--- config.mk ---
export PLATFORM = sky130hd
export DESIGN_NAME = gate_fault_supervisor
export DESIGN_NICKNAME = d
export VERILOG_FILES = /design/src/gfs_pkg.sv /design/src/gate_fault_supervisor.sv
export VERILOG_INCLUDE_DIRS = /design/src
export SDC_FILE = /design/constraint.sdc
export NUM_CORES = 1
export LEC_CHECK = 0
export BUFFER_PORTS_ARGS = -buffer_cell sky130_fd_sc_hd__buf_2
export CAP_MARGIN = 10
export CORE_MARGIN = 1
export CORE_UTILIZATION = 50
export CTS_CLUSTER_DIAMETER = 150
export DETAILED_ROUTE_END_ITERATION = 7
export PLACE_DENSITY = 0.68
export SLEW_MARGIN = 5
export SYNTH_ARGS = -nofsm -noshare
export SYNTH_HDL_FRONTEND = slang
export SYNTH_SLANG_ARGS = --single-unit
--- constraint.sdc ---
create_clock -name mclk -period 3.03 [get_ports mclk]
set_clock_uncertainty 0.1 [all_clocks]
set_input_delay 0.1515 -clock mclk [delete_from_list [all_inputs] [get_ports mclk]]
set_output_delay 0.1515 -clock mclk [all_outputs]
set_load 0.02 [all_outputs]
--- src/gfs_consts.svh ---
`ifndef GFS_CONSTS_SVH
`define GFS_CONSTS_SVH

// ************************************************************
// Register offsets
// ************************************************************
`define OFS_PAIR_MAP      8'h00
`define OFS_ACT_A         8'h04
`define OFS_ACT_B         8'h08
`define OFS_FW_A          8'h0C
`define OFS_FW_B          8'h10
`define OFS_BRIDGE_CTRL   8'h14
`define OFS_DIAG_CURRENT  8'h18
`define OFS_OUT_LEVEL     8'h1C
`define OFS_GEN_STATUS    8'h20
`define OFS_DRAIN_STATUS  8'h24

// ************************************************************
// Reset values
// ************************************************************
`define RST_PAIR_MAP      8'h00
`define RST_TIMING        12'h924
`define RST_BRIDGE_CTRL   16'h0000
`define RST_DIAG_CURRENT  4'h0

// ************************************************************
// Bridge control field positions
// ************************************************************
`define BC_MODE_LSB       0
`define BC_PASSIVE        8
`define BC_OV_SEL         9
`define BC_DIS_LSB        10
`define BC_FW_LSB         12

// ************************************************************
// General status field positions
// ************************************************************
`define GS_TW             0
`define GS_TSD            1
`define GS_PUMP           2
`define GS_SUPPLY_FAULT_FLAG           3
`define GS_SUPPLY_LOW_FLAG           4
`define GS_SUPPLY_HIGH_FLAG           5
`define GS_GERR           6

// ************************************************************
// Timing
// ************************************************************
`define CLK_PERIOD_NS     20
`define NS_TO_CYC(t)      (((t) + `CLK_PERIOD_NS - 1) / `CLK_PERIOD_NS)
`define BLANK_T0_NS       625
`define BLANK_T1_NS       1000
`define BLANK_T2_NS       1250
`define BLANK_T3_NS       1500
`define BLANK_T4_NS       2000
`define BLANK_T5_NS       3000
`define BLANK_T6_NS       4000
`define BLANK_T7_NS       16000
`define GUARD_T0_NS       375
`define GUARD_T1_NS       625
`define GUARD_T2_NS       1000
`define GUARD_T3_NS       1500
`define GUARD_T4_NS       2000
`define GUARD_T5_NS       3000
`define GUARD_T6_NS       4000
`define GUARD_T7_NS       16000
`define PUMP_HOLD_NS      64000
`define PUMP_HOLD_CYC     `NS_TO_CYC(`PUMP_HOLD_NS)

`endif

--- src/gfs_pkg.sv ---
package gfs_pkg;

	typedef logic [7:0]  reg_addr_type;
	typedef logic [31:0] reg_data_type;
	typedef logic [3:0]  bridge_vec_type;

	// Gray order along off -> guard -> on -> discharge
	typedef enum logic [1:0] {
		ST_OFF       = 2'b00,
		ST_GUARD     = 2'b01,
		ST_ON        = 2'b11,
		ST_DISCHARGE = 2'b10
	} bridge_state_type;

endpackage

--- src/gate_fault_supervisor.sv ---
// Notes on behaviour
// - Switching to the opposite transistor starts blanking when the guard interval ends.
// - Switching on from high impedance starts blanking at once after the command.
// - Blank codes 000-111 give 625ns,1,1.25,1.5,2,3,4,16us; reset code 100.
// - Every new turn-on is blanked, including re-enable after supply faults.
// - Two-bit map per half-bridge picks timing pair 1 to 4.
// - Active and freewheel transistors have separate timing registers.
// - Pull-downs follow own diag bit and pull-ups are on, both only while driver active.
// - Output level bits report each half-bridge output while off.
// - Output level bit reads 0 while mode is 01 or 10.
// - Thermal warning latches; cleared by status clear once condition is gone.
// - Thermal shutdown turns drivers and pump off, sets supply, shutdown, pump flags.
// - After thermal shutdown pump stays off until condition gone and status cleared; drivers until a clear 64us after that.
// - Supply low turns transistors off and latches supply, low and pump flags.
// - Supply low flag clears only on status clear with supply above turn-on.
// - Supply high turns off transistors and pump; selectable level; latches flags.
// - Pump restarts below recovery level while transistors stay off.
// - Supply high flag clears only on status clear below recovery level.
// - Logic supply reset clears all logic and switches gate drivers off.
// - Pump low discharges statically for guard interval, then off; latches flags.
// - Pump flag clears on status clear with pump ok, 64us after supply or thermal recovery.
// - Drain fault is reported only after blanking with filtered violation present.
`include "gfs_consts.svh"

module gate_fault_supervisor (
	input  wire logic                  mclk,
	input  wire logic                  rst_n,
	input  wire gfs_pkg::reg_addr_type addr,
	input  wire gfs_pkg::reg_data_type wdata,
	input  wire logic                  wr,
	input  wire logic                  rd,
	output gfs_pkg::reg_data_type      rdata,
	input  wire logic                  temp_warn_in,
	input  wire logic                  temp_shutdown_in,
	input  wire logic                  supply_below_off_in,
	input  wire logic                  supply_above_on_in,
	input  wire logic                  supply_over1_in,
	input  wire logic                  supply_over2_in,
	input  wire logic                  supply_below_rec_in,
	input  wire logic                  pump_ok_in,
	input  wire gfs_pkg::bridge_vec_type drain_over_in,
	input  wire gfs_pkg::bridge_vec_type out_level_in,
	output gfs_pkg::bridge_vec_type    high_on,
	output gfs_pkg::bridge_vec_type    low_on,
	output gfs_pkg::bridge_vec_type    static_discharge,
	output logic [1:0]                 static_discharge_current,
	output gfs_pkg::bridge_vec_type    blank_active,
	output gfs_pkg::bridge_vec_type    diag_pulldown_on,
	output logic                       diag_pullup_on,
	output logic                       pump_enable,
	output logic                       global_error
);
	import gfs_pkg::*;

	// ************************************************************
	// Timing functions
	// ************************************************************
	function automatic logic [9:0] blank_cycles(input logic [2:0] c);
		case (c)
			3'h0: blank_cycles = 10'(`NS_TO_CYC(`BLANK_T0_NS));
			3'h1: blank_cycles = 10'(`NS_TO_CYC(`BLANK_T1_NS));
			3'h2: blank_cycles = 10'(`NS_TO_CYC(`BLANK_T2_NS));
			3'h3: blank_cycles = 10'(`NS_TO_CYC(`BLANK_T3_NS));
			3'h4: blank_cycles = 10'(`NS_TO_CYC(`BLANK_T4_NS));
			3'h5: blank_cycles = 10'(`NS_TO_CYC(`BLANK_T5_NS));
			3'h6: blank_cycles = 10'(`NS_TO_CYC(`BLANK_T6_NS));
			default: blank_cycles = 10'(`NS_TO_CYC(`BLANK_T7_NS));
		endcase
	endfunction

	function automatic logic [9:0] guard_cycles(input logic [2:0] c);
		case (c)
			3'h0: guard_cycles = 10'(`NS_TO_CYC(`GUARD_T0_NS));
			3'h1: guard_cycles = 10'(`NS_TO_CYC(`GUARD_T1_NS));
			3'h2: guard_cycles = 10'(`NS_TO_CYC(`GUARD_T2_NS));
			3'h3: guard_cycles = 10'(`NS_TO_CYC(`GUARD_T3_NS));
			3'h4: guard_cycles = 10'(`NS_TO_CYC(`GUARD_T4_NS));
			3'h5: guard_cycles = 10'(`NS_TO_CYC(`GUARD_T5_NS));
			3'h6: guard_cycles = 10'(`NS_TO_CYC(`GUARD_T6_NS));
			default: guard_cycles = 10'(`NS_TO_CYC(`GUARD_T7_NS));
		endcase
	endfunction

	// Pair n of register a (pairs 1,2) or b (pairs 3,4); field 0 guard, 1 blank
	function automatic logic [2:0] pair_field(input logic [11:0] a, input logic [11:0] b,
			input logic [1:0] pair, input logic blank);
		logic [11:0] r;
		r = pair[1] ? b : a;
		r = r >> (pair[0] ? 6 : 0);
		r = r >> (blank ? 3 : 0);
		pair_field = r[2:0];
	endfunction

	// ************************************************************
	// Input synchronisers
	// ************************************************************
	logic [15:0] raw_in;
	logic [15:0] s1_r;
	logic [15:0] s2_r;
	logic [15:0] s3_r;
	logic [15:0] flt_r;

	assign raw_in = {out_level_in, drain_over_in, pump_ok_in, supply_below_rec_in, supply_over2_in,
		supply_over1_in, supply_above_on_in, supply_below_off_in, temp_shutdown_in, temp_warn_in};

	always_ff @(posedge mclk) begin
		if (!rst_n) begin
			s1_r  <= 16'h0000;
			s2_r  <= 16'h0000;
			s3_r  <= 16'h0000;
			flt_r <= 16'h0000;
		end else begin
			s1_r  <= raw_in;
			s2_r  <= s1_r;
			s3_r  <= s2_r;
			flt_r <= (s2_r & s3_r) | (flt_r & (s2_r | s3_r));
		end
	end

	logic       warn_s;
	logic       shutdown_s;
	logic       sup_low_s;
	logic       sup_on_s;
	logic       sup_high_s;
	logic       sup_rec_s;
	logic       pump_ok_s;
	logic [3:0] drain_s;
	logic [3:0] level_s;

	// ************************************************************
	// Registers
	// ************************************************************
	logic [7:0]  pair_map_r;
	logic [11:0] act_a_r;
	logic [11:0] act_b_r;
	logic [11:0] fw_a_r;
	logic [11:0] fw_b_r;
	logic [15:0] bctrl_r;
	logic [3:0]  diag_r;
	logic        stat_clr;
	logic        drain_clr;

	assign stat_clr  = wr && (addr == `OFS_GEN_STATUS);
	assign drain_clr = wr && (addr == `OFS_DRAIN_STATUS);

	always_ff @(posedge mclk) begin
		if (!rst_n) begin
			pair_map_r <= `RST_PAIR_MAP;
			act_a_r    <= `RST_TIMING;
			act_b_r    <= `RST_TIMING;
			fw_a_r     <= `RST_TIMING;
			fw_b_r     <= `RST_TIMING;
			bctrl_r    <= `RST_BRIDGE_CTRL;
			diag_r     <= `RST_DIAG_CURRENT;
		end else if (wr) begin
			case (addr)
				`OFS_PAIR_MAP:     pair_map_r <= wdata[7:0];
				`OFS_ACT_A:        act_a_r    <= wdata[11:0];
				`OFS_ACT_B:        act_b_r    <= wdata[11:0];
				`OFS_FW_A:         fw_a_r     <= wdata[11:0];
				`OFS_FW_B:         fw_b_r     <= wdata[11:0];
				`OFS_BRIDGE_CTRL:  bctrl_r    <= wdata[15:0];
				`OFS_DIAG_CURRENT: diag_r     <= wdata[3:0];
				default: ;
			endcase
		end
	end

	logic       passive;
	logic       ov_sel;
	logic [7:0] mode_v;
	logic [3:0] fw_role;

	// ************************************************************
	// Fault flags
	// ************************************************************
	logic tw_r;
	logic tsd_r;
	logic uv_r;
	logic ov_r;
	logic pump_r;
	logic supply_fault_flag_r;
	logic gerr_r;
	logic [3:0] dsf_r;
	logic [11:0] hold_r;
	logic ov_trip;
	logic pump_can_clr;
	logic tsd_can_clr;
	logic uv_can_clr;
	logic ov_can_clr;
	logic pump_evt;

	assign ov_trip      = ov_sel ? sup_high_s : sup_high_s & 1'b1;
	assign tsd_can_clr  = stat_clr && !shutdown_s;
	assign uv_can_clr   = stat_clr && sup_on_s && !sup_low_s;
	assign ov_can_clr   = stat_clr && sup_rec_s && !sup_ov_now();
	assign pump_can_clr = stat_clr && pump_ok_s && (hold_r == 12'h000);
	assign pump_evt     = !pump_ok_s;

	function automatic logic sup_ov_now();
		sup_ov_now = ov_sel ? flt_r[5] : flt_r[4];
	endfunction

	always_ff @(posedge mclk) begin
		if (!rst_n)
			tw_r <= 1'b0;
		else if (warn_s)
			tw_r <= 1'b1;
		else if (stat_clr)
			tw_r <= 1'b0;
	end

	always_ff @(posedge mclk) begin
		if (!rst_n)
			tsd_r <= 1'b0;
		else if (shutdown_s)
			tsd_r <= 1'b1;
		else if (tsd_can_clr)
			tsd_r <= 1'b0;
	end

	always_ff @(posedge mclk) begin
		if (!rst_n)
			uv_r <= 1'b0;
		else if (sup_low_s)
			uv_r <= 1'b1;
		else if (uv_can_clr)
			uv_r <= 1'b0;
	end

	always_ff @(posedge mclk) begin
		if (!rst_n)
			ov_r <= 1'b0;
		else if (sup_ov_now())
			ov_r <= 1'b1;
		else if (ov_can_clr)
			ov_r <= 1'b0;
	end

	// Pump flag waits this long after supply or thermal recovery
	always_ff @(posedge mclk) begin
		if (!rst_n)
			hold_r <= 12'(`PUMP_HOLD_CYC);
		else if (tsd_r || uv_r || ov_r)
			hold_r <= 12'(`PUMP_HOLD_CYC);
		else if (hold_r != 12'h000)
			hold_r <= hold_r - 12'h001;
	end

	always_ff @(posedge mclk) begin
		if (!rst_n)
			pump_r <= 1'b0;
		else if (pump_evt || shutdown_s || sup_low_s || sup_ov_now())
			pump_r <= 1'b1;
		else if (pump_can_clr)
			pump_r <= 1'b0;
	end

	always_ff @(posedge mclk) begin
		if (!rst_n)
			supply_fault_flag_r <= 1'b0;
		else if (pump_evt || shutdown_s || sup_low_s || sup_ov_now())
			supply_fault_flag_r <= 1'b1;
		else if (stat_clr && (!tsd_r || tsd_can_clr) && (!uv_r || uv_can_clr)
				&& (!ov_r || ov_can_clr) && (!pump_r || pump_can_clr))
			supply_fault_flag_r <= 1'b0;
	end

	always_ff @(posedge mclk) begin
		if (!rst_n)
			gerr_r <= 1'b0;
		else if (pump_evt)
			gerr_r <= 1'b1;
		else if (pump_can_clr)
			gerr_r <= 1'b0;
	end

	// ************************************************************
	// Half-bridge sequencing
	// ************************************************************
	bridge_state_type st_r [4];
	logic [9:0]       gcnt_r [4];
	logic [9:0]       bcnt_r [4];
	logic [1:0]       drive_r [4];
	logic [3:0]       want;
	logic [3:0]       enabled;
	logic [9:0]       glen [4];
	logic [9:0]       blen [4];
	logic             drivers_ok;

	assign drivers_ok = !(tsd_r || uv_r || ov_r || pump_r) && !passive;

	always_comb begin
		for (int b = 0; b < 4; b++) begin
			logic [1:0] pair;
			pair = pair_map_r[2*b +: 2];
			enabled[b] = drivers_ok && !dsf_r[b];
			want[b] = enabled[b] && (mode_v[2*b +: 2] == 2'b01 || mode_v[2*b +: 2] == 2'b10);
			if (fw_role[b]) begin
				glen[b] = guard_cycles(pair_field(fw_a_r, fw_b_r, pair, 1'b0));
				blen[b] = blank_cycles(pair_field(fw_a_r, fw_b_r, pair, 1'b1));
			end else begin
				glen[b] = guard_cycles(pair_field(act_a_r, act_b_r, pair, 1'b0));
				blen[b] = blank_cycles(pair_field(act_a_r, act_b_r, pair, 1'b1));
			end
		end
	end

	always_ff @(posedge mclk) begin
		for (int b = 0; b < 4; b++) begin
			if (!rst_n) begin
				st_r[b]    <= ST_OFF;
				gcnt_r[b]  <= 10'h000;
				bcnt_r[b]  <= 10'h000;
				drive_r[b] <= 2'b00;
			end else begin
				if (bcnt_r[b] != 10'h000)
					bcnt_r[b] <= bcnt_r[b] - 10'h001;
				case (st_r[b])
					ST_OFF: begin
						if (want[b]) begin
							st_r[b]    <= ST_ON;
							drive_r[b] <= mode_v[2*b +: 2];
							bcnt_r[b]  <= blen[b];
						end
					end
					ST_ON: begin
						if (!enabled[b]) begin
							st_r[b]    <= ST_DISCHARGE;
							drive_r[b] <= 2'b00;
							gcnt_r[b]  <= glen[b];
						end else if (!want[b]) begin
							st_r[b]    <= ST_OFF;
							drive_r[b] <= 2'b00;
						end else if (mode_v[2*b +: 2] != drive_r[b]) begin
							st_r[b]    <= ST_GUARD;
							drive_r[b] <= 2'b00;
							gcnt_r[b]  <= glen[b];
						end
					end
					ST_GUARD: begin
						if (!want[b]) begin
							st_r[b] <= ST_OFF;
						end else if (gcnt_r[b] <= 10'h001) begin
							st_r[b]    <= ST_ON;
							drive_r[b] <= mode_v[2*b +: 2];
							bcnt_r[b]  <= blen[b];
						end else begin
							gcnt_r[b] <= gcnt_r[b] - 10'h001;
						end
					end
					ST_DISCHARGE: begin
						if (gcnt_r[b] <= 10'h001)
							st_r[b] <= ST_OFF;
						else
							gcnt_r[b] <= gcnt_r[b] - 10'h001;
					end
					default: begin
						st_r[b]    <= ST_OFF;
						drive_r[b] <= 2'b00;
					end
				endcase
			end
		end
	end

	// Drain faults latch the bridge off until cleared by writing ones
	always_ff @(posedge mclk) begin
		for (int b = 0; b < 4; b++) begin
			if (!rst_n)
				dsf_r[b] <= 1'b0;
			else if (st_r[b] == ST_ON && bcnt_r[b] == 10'h000 && drain_s[b])
				dsf_r[b] <= 1'b1;
			else if (drain_clr && wdata[b])
				dsf_r[b] <= 1'b0;
		end
	end

	// ************************************************************
	// Read path
	// ************************************************************
	logic [31:0] rdata_r;
	logic [3:0]  lvl;

	always_comb begin
		for (int b = 0; b < 4; b++)
			lvl[b] = (mode_v[2*b +: 2] == 2'b00 || mode_v[2*b +: 2] == 2'b11) ? level_s[b] : 1'b0;
	end

	always_ff @(posedge mclk) begin
		if (!rst_n)
			rdata_r <= 32'h0000_0000;
		else if (rd) begin
			case (addr)
				`OFS_PAIR_MAP:     rdata_r <= {24'h000000, pair_map_r};
				`OFS_ACT_A:        rdata_r <= {20'h00000, act_a_r};
				`OFS_ACT_B:        rdata_r <= {20'h00000, act_b_r};
				`OFS_FW_A:         rdata_r <= {20'h00000, fw_a_r};
				`OFS_FW_B:         rdata_r <= {20'h00000, fw_b_r};
				`OFS_BRIDGE_CTRL:  rdata_r <= {16'h0000, bctrl_r};
				`OFS_DIAG_CURRENT: rdata_r <= {28'h0000000, diag_r};
				`OFS_OUT_LEVEL:    rdata_r <= {28'h0000000, lvl};
				`OFS_GEN_STATUS:   rdata_r <= {25'h0000000, gerr_r, ov_r, uv_r, supply_fault_flag_r, pump_r, tsd_r, tw_r};
				`OFS_DRAIN_STATUS: rdata_r <= {28'h0000000, dsf_r};
				default:           rdata_r <= 32'h0000_0000;
			endcase
		end else
			rdata_r <= 32'h0000_0000;
	end

	// ************************************************************
	// Outputs
	// ************************************************************
	assign warn_s     = flt_r[0];
	assign shutdown_s = flt_r[1];
	assign sup_low_s  = flt_r[2];
	assign sup_on_s   = flt_r[3];
	assign sup_high_s = sup_ov_now();
	assign sup_rec_s  = flt_r[6];
	assign pump_ok_s  = flt_r[7];
	assign drain_s    = flt_r[11:8];
	assign level_s    = flt_r[15:12];

	assign passive = bctrl_r[`BC_PASSIVE];
	assign ov_sel  = bctrl_r[`BC_OV_SEL];
	assign mode_v  = bctrl_r[`BC_MODE_LSB +: 8];
	assign fw_role = bctrl_r[`BC_FW_LSB +: 4];

	assign rdata                    = rdata_r;
	assign static_discharge_current = bctrl_r[`BC_DIS_LSB +: 2];
	assign diag_pullup_on           = !passive;
	assign diag_pulldown_on         = diag_r & {4{!passive}};
	assign pump_enable              = !tsd_r && !sup_low_s && !(ov_r && !sup_rec_s);
	assign global_error             = gerr_r;

	always_comb begin
		for (int b = 0; b < 4; b++) begin
			high_on[b]          = drive_r[b][1];
			low_on[b]           = drive_r[b][0];
			static_discharge[b] = (st_r[b] == ST_DISCHARGE);
			blank_active[b]     = (bcnt_r[b] != 10'h000);
		end
	end

endmodule // gate_fault_supervisor

==> impl_metrics.tcl, run 1 <==
set metrics [dict create \
    crit_path_cell_trace "or4_1, buf_4, or4_4, a211o_1, nand3_1" \
    r2r_setup_slack_ns 0.18 \
    min_path_cells 3 \
    crit_path_top_delay_cell "or4_1" \
    totalNegativeSetupSlack_ns 0 \
    max_freq_mhz 351 \
    port_buffers 84 \
    cts_tree "yes" \
    yosys.cell_types.count 73 \
    dr.first_iter.drc_count 1603 \
    worstSetupPathType "reg2reg" \
    cp-start-kind "register" \
    hold_buffers 37 \
    core_um2 30700 \
    grt_pass1_vias 12448 \
    syn_avg_cell_area_um2 9.26 \
    dieHeight_um 179 \
    grt_max_degree 43 \
    tightest_slew_ns 0.852 \
    nets 1855 \
    grt_overflow 0 \
    post_drt_wl_per_cell_um 19.9 \
    die_x_um 179 \
    place_congestion 0.944 \
    cp.depth 5 \
    slew_headroom_pct 43.1 \
    cts_htree_levels 1 \
    worst_setup_path_end_kind "register" \
    viasPerCell 6.15 \
    start_util_pct 50.8 \
    synthDominantAreaCellType "dfxtp_1" \
    hold_viol 0 \
    syn_area_um2 15600 \
    numCtsBuffers 29 \
    rr_worst_depth 5 \
    p_total_mw 9.75 \
    yosys_warnings 0 \
    cts_root_buffer "clkbuf_16" \
    setup_viol 0 \
    hpwl_um 30900 \
    drive_gt1_share_pct 15.2 \
    io_pins 117 \
    max-cap-violations 0 \
    period_share_pct 94.1 \
    critPathBufInv 1 \
    finalMaxSlewViolations 0 \
    cts_setup_buffers 0 \
    ctsResizeCount 0 \
    die_area_um2 31900 \
    clock-sinks 275 \
    clk_pin_slew_ns 0.06 \
    yosysTopAreaCellShare_pct 23.0 \
    wl_um 43700 \
    synthMostInstantiatedCell "dfxtp_1" \
    utilization_pct 57.9 \
    synthToLayoutAreaGrowth_pct 13.9 \
    peakVddDrop_mv 0.457 \
    status "finished clean" \
    antenna_found_initial 1 \
    ys_ff_latch 275 \
    grt_use_total_pct 27.4 \
    cpPeakStageDelay_ns 0.60 \
    ys_seq_area_share_pct 41.5 \
    yosys-top-cells-area "dfxtp_1 (23%), edfxtp_1 (18%), mux4_2 (6.9%), nand3_1 (4.2%), nand2_1 (3.8%)" \
    clk_path_buf_depth 3 \
    cp_max_fo 10 \
    fp-row-count 64 \
    ys.flop_type "dfxtp_1" \
    synthCells 1684 \
    p_leak_nw 6.27 \
    worst-endpoint-required_ns 3.12 \
    via_count 13535 \
    rsz0062_at_grt "no" \
    power.density_nw_per_um2 549 \
    final_antenna_net_count 0 \
    ys_top_cells_by_count "dfxtp_1 (179), nand2_1 (159), nand3_1 (130), a21oi_1 (111), edfxtp_1 (96)" \
    dr.pass1.iters 7 \
    clk_latency_ns 0.55 \
    drc 0 \
    timing.final.crit_period_ns 2.85 \
    synth-async-reset-ratio_pct 0 \
    cp_top_family "simple AND/OR/NAND/NOR gates" \
    hp-class "in2reg" \
    grt_pass1_wl_um 68400 \
    worstPathArrival_ns 2.95 \
    synth_edf_count 96 \
]
==> path summary, 6_finish.rpt <==
kind                      start                      to
max           ov_r$_SDFFE_PN0P_  bcnt_r[1][9]$_DFFE_PP_
max reg2reg   ov_r$_SDFFE_PN0P_  bcnt_r[1][9]$_DFFE_PP_
min                       rst_n      s2_r[2]$_SDFF_PN0_
min reg2reg  s1_r[0]$_SDFF_PN0_      s2_r[0]$_SDFF_PN0_
==> per-layer routing <==
layer | vias to the layer above | global-route usage (%) | routed length [um]
li1 | 6348 | - | -
met1 | 6480 | 37.6 | 18200
met2 | 584 | 43.8 | 20500
met3 | 121 | 4.16 | 3470
met4 | 2 | 9.78 | 1530
met5 | - | 0 | 13
==> kinds of logic (layout without fill, tap and decap cells) <==
logic type / Yosys count / after routing / share of synthesized area (%)
AO/OA/AOI/OAI: 379 / 379 / 15.7
multiplexers: 77 / 77 / 8.86
buffers and inverters: 179 / 284 / 4.94
other: 1 / 17 / 0.0241
flip-flops: 275 / 275 / 41.5
adder cells (fa/ha/maj): 13 / 13 / 1.04
AND/OR/NAND/NOR: 642 / 642 / 21.3
XOR/XNOR: 118 / 118 / 6.63
==> through the flow <==
stage          instances  hold slack [ns]  setup slack (ns)  instance area, um2
2_1_floorplan       1699            0.179             0.312               15600
5_1_grt             2200           0.0426            0.0280               17800
6_report            2201           0.0296             0.179               17800
3_5_place_dp        2110            0.260             0.182               16400
3_3_place_gp        2110            0.257             0.223               16400
4_1_cts             2200           0.0157             0.176               17800
==> power by group <==
part | internal, mW | switching (mW) | leakage (nW) | total [mW]
clock | 2.01 | 1.50 | 0.476 | 3.51
combinational | 0.766 | 0.940 | 3.28 | 1.71
sequential | 4.24 | 0.290 | 2.51 | 4.53
total | 7.02 | 2.73 | 6.27 | 9.75
==> sequential cells by signal, indices dropped and copies added, names as in the netlist, 16 cells and up <==
name     flops
bcnt_r      40
bctrl_r     16
flt_r       16
gcnt_r      40
rdata       16
s1_r        16
s2_r        16
s3_r        16
==> layout by cell type, fill, tap and decap left out, types with 48 or more instances in the layout <==
cell type and count:
a21oi_1 111, and2_1 56, buf_2 84, buf_4 56, dfxtp_1 179, edfxtp_1 96
inv_1 51, mux4_2 48, nand2_1 159, nand3_1 130, nor2_1 83, o22ai_1 63
xnor2_1 63, xor2_1 55
==> tightest hold or removal path, stage by stage <==
cell and delay, ns:
buf_2 0.13, buf_4 0.20, and2_1 0.15
==> final cells by class <==
class	count	area (um2)
Antenna cell	1	2.50
Sequential cell	275	6470
Tap cell	396	495
Fill cell	2688	12900
Inverter	53	199
Clock buffer	36	825
Multi-Input combinational cell	1245	8420
Clock inverter	17	120
Timing Repair Buffer	178	1230
Power figures use the tool's default switching activity.
==> run 2, diff against run 1 <==
Settings changed: CORE_ASPECT_RATIO set to 0.75.
==> run 2 against run 1 <==
  * Hold slack gained 0.057 ns
  * Count of clock-buffer cells in the layout grew 6
  * Via count shrank 0.30%
  * Critical path depth is the same
  * Cell count shrank 0.18%
  * Combinational power grew 2%
  * Critical path type unchanged
  * Global-route usage grew 0.44 points
  * Flip-flop and latch count is the same
  * Sequential share of layout area grew 0.12 points
==> impl_metrics.tcl, run 2 (same netlist as run 1, synthesis figures left out) <==
set metrics [dict create \
    status "finished clean" \
    fill_cells 2680 \
    cts_root_buffer "clkbuf_16" \
    use_met1_pct 40.0 \
    peakVddDrop_mv 0.445 \
    die_area_um2 31900 \
    viasPerCell 6.14 \
    clk_path_buf_depth 3 \
    clock-sinks 275 \
    finalMaxSlewViolations 0 \
    clk_pin_slew_ns 0.06 \
    nets 1850 \
    cp_max_fo 10 \
    hp-class "in2reg" \
    p_total_mw 9.65 \
    grt_max_degree 78 \
    setup_viol 0 \
    hold_viol 0 \
    setup_ws_ns 0.129 \
    power.density_nw_per_um2 545 \
    post-place-ws_ns 0.165 \
    final_antenna_net_count 0 \
    slew_headroom_pct 43.6 \
    port_buffers 84 \
    max_freq_mhz 345 \
    hpwl_um 31900 \
    crit_path_cell_trace "or4_1, buf_4, or4_4, a211o_1, nand3_1" \
    grt_pass1_vias 12576 \
    final_cell_mix "dfxtp_1 (179), nand2_1 (159), nand3_1 (129)" \
    timing.final.crit_period_ns 2.90 \
    p_leak_nw 6.21 \
    max-cap-violations 0 \
    synthToLayoutAreaGrowth_pct 13.5 \
    drive_gt1_share_pct 14.3 \
    cp_top_family "simple AND/OR/NAND/NOR gates" \
    clk_latency_ns 0.58 \
    grt_use_total_pct 27.9 \
    dieHeight_um 155 \
    cts_tree "yes" \
    period_share_pct 95.8 \
    wl_um 44500 \
    cpPeakStageDelay_ns 0.61 \
    worstSetupPathType "reg2reg" \
    tightest_slew_ns 0.845 \
    start_util_pct 51.3 \
    post_drt_wl_per_cell_um 20.3 \
    worst_setup_path_end_kind "register" \
    crit_path_top_delay_cell "or4_1" \
    biggestRegsByFlops "bcnt_r: 40 flops, gcnt_r: 40 flops" \
    fp-row-count 55 \
    drc 0 \
    numCtsBuffers 28 \
    grt_pass1_wl_um 69800 \
    worstPathArrival_ns 3.01 \
    worst-endpoint-required_ns 3.14 \
    top_usage_layer "met2" \
    rsz0062_at_grt "no" \
    die_x_um 206 \
    core_um2 30400 \
    cp-start-kind "register" \
    cts_htree_levels 1 \
    use_met2_pct 41.7 \
    dr.pass1.iters 6 \
    totalNegativeSetupSlack_ns 0 \
    grt_overflow 0 \
    final_common_cell "dfxtp_1" \
    critPathBufInv 1 \
    antenna_found_initial 0 \
    antenna-diode-count 0 \
    via_count 13495 \
    place_congestion 1.04 \
    io_pins 117 \
    dr.first_iter.drc_count 1453 \
    grt_use_met3_pct 7.00 \
    cts_setup_buffers 0 \
]
-- run 2: cell types whose count changed in the layout (fill, tap and decap cells not counted), sizes merged, moves of 2 or more --
cell / before / now
buf: 141 / 133
clkbuf: 36 / 42
clkinv: 13 / 9
clkinvlp: 2 / 0
dlygate4sd3: 37 / 41
-- run 2: worst paths after layout --
check                                         from                     end  slack, ns  cells after the start
worst max-delay path             ov_r$_SDFFE_PN0P_  bcnt_r[1][8]$_DFFE_PP_       0.13                      5
worst min-delay path                       addr[7]    rdata[12]$_SDFF_PN0_       0.09                      5
worst max register to register   ov_r$_SDFFE_PN0P_  bcnt_r[1][8]$_DFFE_PP_       0.13                      5
worst min register to register  s1_r[7]$_SDFF_PN0_      s2_r[7]$_SDFF_PN0_       0.33                      1
-- run 2: worst reg2reg max path, cell delays in order, from the launching register on --
cell,delay (ns)
dfxtp_1,0.30
or4_1,0.61
buf_4,0.23
or4_4,0.52
a211o_1,0.38
nand3_1,0.38
-- run 2: routing by layer --
| layer | wire [um] | vias to the layer above |
|---|---|---|
| li1 | - | 6348 |
| met5 | 0 | - |
| met2 | 19300 | 625 |
| met4 | 1190 | 0 |
| met1 | 19300 | 6433 |
| met3 | 4770 | 89 |
-- run 2: final cells by class --
| cell class | instances | area, um2 | share of cell area [%] |
|---|---|---|---|
| well taps | 399 | 499 | 2.82 |
| flip-flops and latches | 275 | 6470 | 36.5 |
| inverters | 53 | 199 | 1.12 |
| repair buffers | 174 | 1220 | 6.91 |
| clock inverters | 9 | 67.6 | 0.382 |
| multi-input cells | 1245 | 8430 | 47.6 |
| clock buffers | 42 | 815 | 4.60 |
-- run 2: what timing repair did --
item,4_1_cts,5_1_grt
gates resized for setup,0,2
endpoints found under the hold margin,97,0
endpoints found under the setup margin,0,11
hold buffers,41,0
-- run 2: power by group --
part | internal (mW) | total [mW] | switching, mW
Combinational | 0.772 | 1.75 | 0.981
Sequential | 4.24 | 4.54 | 0.293
Clock | 1.86 | 3.36 | 1.50
Total | 6.87 | 9.65 | 2.77
-- run 2: metrics by stage --
stage                     instance area [um2]  hold WS, ns  std cells  util, %
after floorplan                         15600        0.179       1699        -
after global placement                  16400        0.258       2105     53.9
after detailed placement                16400        0.262       2105     53.9
after CTS                               17700       0.0282       2197     58.1
after global routing                    17700        0.126       2197     58.2
final                                   17700       0.0868       2197     58.2
==> run 3, diff against run 2 <==
Settings changed: CTS_BUF_LIST set to sky130_fd_sc_hd__clkbuf_4 sky130_fd_sc_hd__clkbuf_8.
==> run 3 against run 2 <==
  * Maximum frequency about the same
  * Total power is 3.9% higher
  * Global-route usage up 0.063 points
  * Wire length rose by 0.32%
  * Sequential share of layout area decreased by 0.35 points
  * First-iteration DRC count increased by 16%
  * Final area increased by 0.98%
  * Critical path type unchanged
  * Clock power rose by 11%
  * Count of clock-buffer cells in the layout rose by 23
  * Die area unchanged
  * Critical path depth unchanged
==> impl_metrics.tcl, run 3 (same netlist as run 1, synthesis figures left out) <==
set metrics [dict create \
    io_pins 117 \
    die_area_um2 31900 \
    dr.first_iter.drc_count 1690 \
    r2r_end "bcnt_r[1][8]$_DFFE_PP_" \
    switching_share_pct 28.5 \
    dr.pass1.iters 6 \
    numCtsBuffers 46 \
    biggestRegsByFlops "bcnt_r: 40 flops, gcnt_r: 40 flops" \
    grt_overflow 0 \
    drive_gt1_share_pct 16.1 \
    grt_max_degree 78 \
    grt_pass1_wl_um 69600 \
    power_frac_comb_pct 17.5 \
    worstSetupPathType "reg2reg" \
    port_buffers 84 \
    clk_latency_ns 0.60 \
    slew_headroom_pct 41.8 \
    status "finished clean" \
    timing.final.crit_period_ns 2.90 \
    final_common_cell "dfxtp_1" \
    antenna-diode-count 0 \
    worst_setup_path_end_kind "register" \
    setup_ws_ns 0.130 \
    core_um2 30400 \
    nets 1868 \
    fp-row-count 55 \
    grt_use_total_pct 27.9 \
    cp_max_fo 10 \
    drc 0 \
    timing.hold.ws_ns 0.0673 \
    cts_htree_levels 2 \
    hold_viol 0 \
    synthToLayoutAreaGrowth_pct 14.6 \
    cts_setup_buffers 0 \
    cp-start-kind "register" \
    via_count 13689 \
    critPathBufInv 1 \
    worst-endpoint-required_ns 3.15 \
    crit_path_top_delay_cell "or4_1" \
    startpoint "ov_r$_SDFFE_PN0P_" \
    clock-sinks 275 \
    r2r-start "ov_r$_SDFFE_PN0P_" \
    crit_path_end "bcnt_r[1][8]$_DFFE_PP_" \
    place_congestion 1.04 \
    rr_worst_depth 5 \
    switching_power_mw 2.86 \
    cpPeakStageDelay_ns 0.61 \
    crit_path_cell_trace "or4_1, buf_4, or4_4, a211o_1, nand3_1" \
    viasPerCell 6.14 \
    final_cells 2231 \
    worstPathArrival_ns 3.02 \
    power.density_nw_per_um2 561 \
    cts_tree "yes" \
    final_antenna_net_count 0 \
    cp_top_family "simple AND/OR/NAND/NOR gates" \
    cp.depth 5 \
    start_util_pct 51.3 \
    cts_root_buffer "clkbuf_8" \
    tightest_slew_ns 0.871 \
    totalNegativeSetupSlack_ns 0 \
    max-cap-violations 0 \
    clk_path_buf_depth 3 \
    grt_pass1_vias 12720 \
    post_drt_wl_per_cell_um 20.0 \
    setup_viol 0 \
    final_cell_mix "dfxtp_1 (179), nand2_1 (159), nand3_1 (129)" \
    dp_cells 2105 \
    wl_um 44700 \
    rsz0062_at_grt "no" \
    dieHeight_um 155 \
    internal-power_mw 7.17 \
    finalMaxSlewViolations 0 \
    max_freq_mhz 345 \
    period_share_pct 95.7 \
    hp-class "in2reg" \
    power_frac_clock_pct 37.3 \
    r2r_setup_slack_ns 0.13 \
    clk_pin_slew_ns 0.06 \
    p_leak_nw 6.33 \
    hpwl_um 31900 \
    share_seq_of_total_power_pct 45.3 \
    die_x_um 206 \
    antenna_found_initial 0 \
    peakVddDrop_mv 0.428 \
    post-place-ws_ns 0.165 \
    utilization_pct 58.7 \
]
## run 3: cell types whose count changed in the layout (fill, tap and decap cells not counted)
cell	delta
clkinv_16	-1
clkinvlp_4	+1
clkbuf_8	+53
inv_8	+1
clkbuf_4	+8
clkinv_2	-1
clkbuf_16	-29
bufinv_16	+4
clkinv_8	+1
clkbuf_1	-9
clkinv_1	+6
## run 3: worst min path at each step
stage	startpoint	end	slack, ns	cells past startpoint
finish	addr[6]	rdata[12]$_SDFF_PN0_	0.07	5
global route	addr[6]	rdata[12]$_SDFF_PN0_	0.08	5
CTS	addr[6]	rdata[12]$_SDFF_PN0_	0.02	5
detailed placement	pump_ok_in	s1_r[7]$_SDFF_PN0_	0.26	2
global placement	temp_shutdown_in	s1_r[1]$_SDFF_PN0_	0.26	2
floorplan	temp_warn_in	s1_r[0]$_SDFF_PN0_	0.18	1
## run 3: layout make-up
type	count	area (um2)
sequential	275	6470
tap	399	499
multi-input combinational	1245	8430
inverter	53	199
clock inverter	20	210
timing repair buffer	174	1220
clock buffer	65	845
fill	2659	12500
## run 3: power by group through the flow
| stage | Sequential, mW | Clock, mW | Combinational (mW) |
|---|---|---|---|
| 2_1_floorplan | 4.52 | 0 | 1.32 |
| 3_3_place_gp | 4.59 | 0 | 1.64 |
| 3_5_place_dp | 4.61 | 0 | 1.68 |
| 4_1_cts | 4.53 | 3.79 | 1.74 |
| 5_1_grt | 4.58 | 3.94 | 1.93 |
| 6_report | 4.54 | 3.74 | 1.75 |
## run 3: per-layer routing
layer  routed length (um)  track usage, %  share of wire [%]  vias up
met1                19400            40.3                 43     6542
met5                    0               0                  0        -
li1                     -               -                  -     6395
met3                 4950            6.95                 11       82
met4                 1030            8.23                2.3        0
met2                19400            41.3                 43      670
## run 3: per-stage QoR
stage	cell area, um2	power (mW)
6_report	17900	10.0
5_1_grt	17900	10.5
3_3_place_gp	16400	6.23
4_1_cts	17900	10.1
2_1_floorplan	15600	5.85
3_5_place_dp	16400	6.29
## run 3: worst reg2reg max path: stages (launching register included)
cell     delay [ns]
dfxtp_1        0.30
or4_1          0.61
buf_4          0.23
or4_4          0.53
a211o_1        0.38
nand3_1        0.38
## run 3: repair_timing
item / in CTS / in global routing
gates resized for setup: 0 / 2
hold endpoints to repair: 100 / 0
hold buffers: 41 / 0
endpoints found under the setup margin: 0 / 11
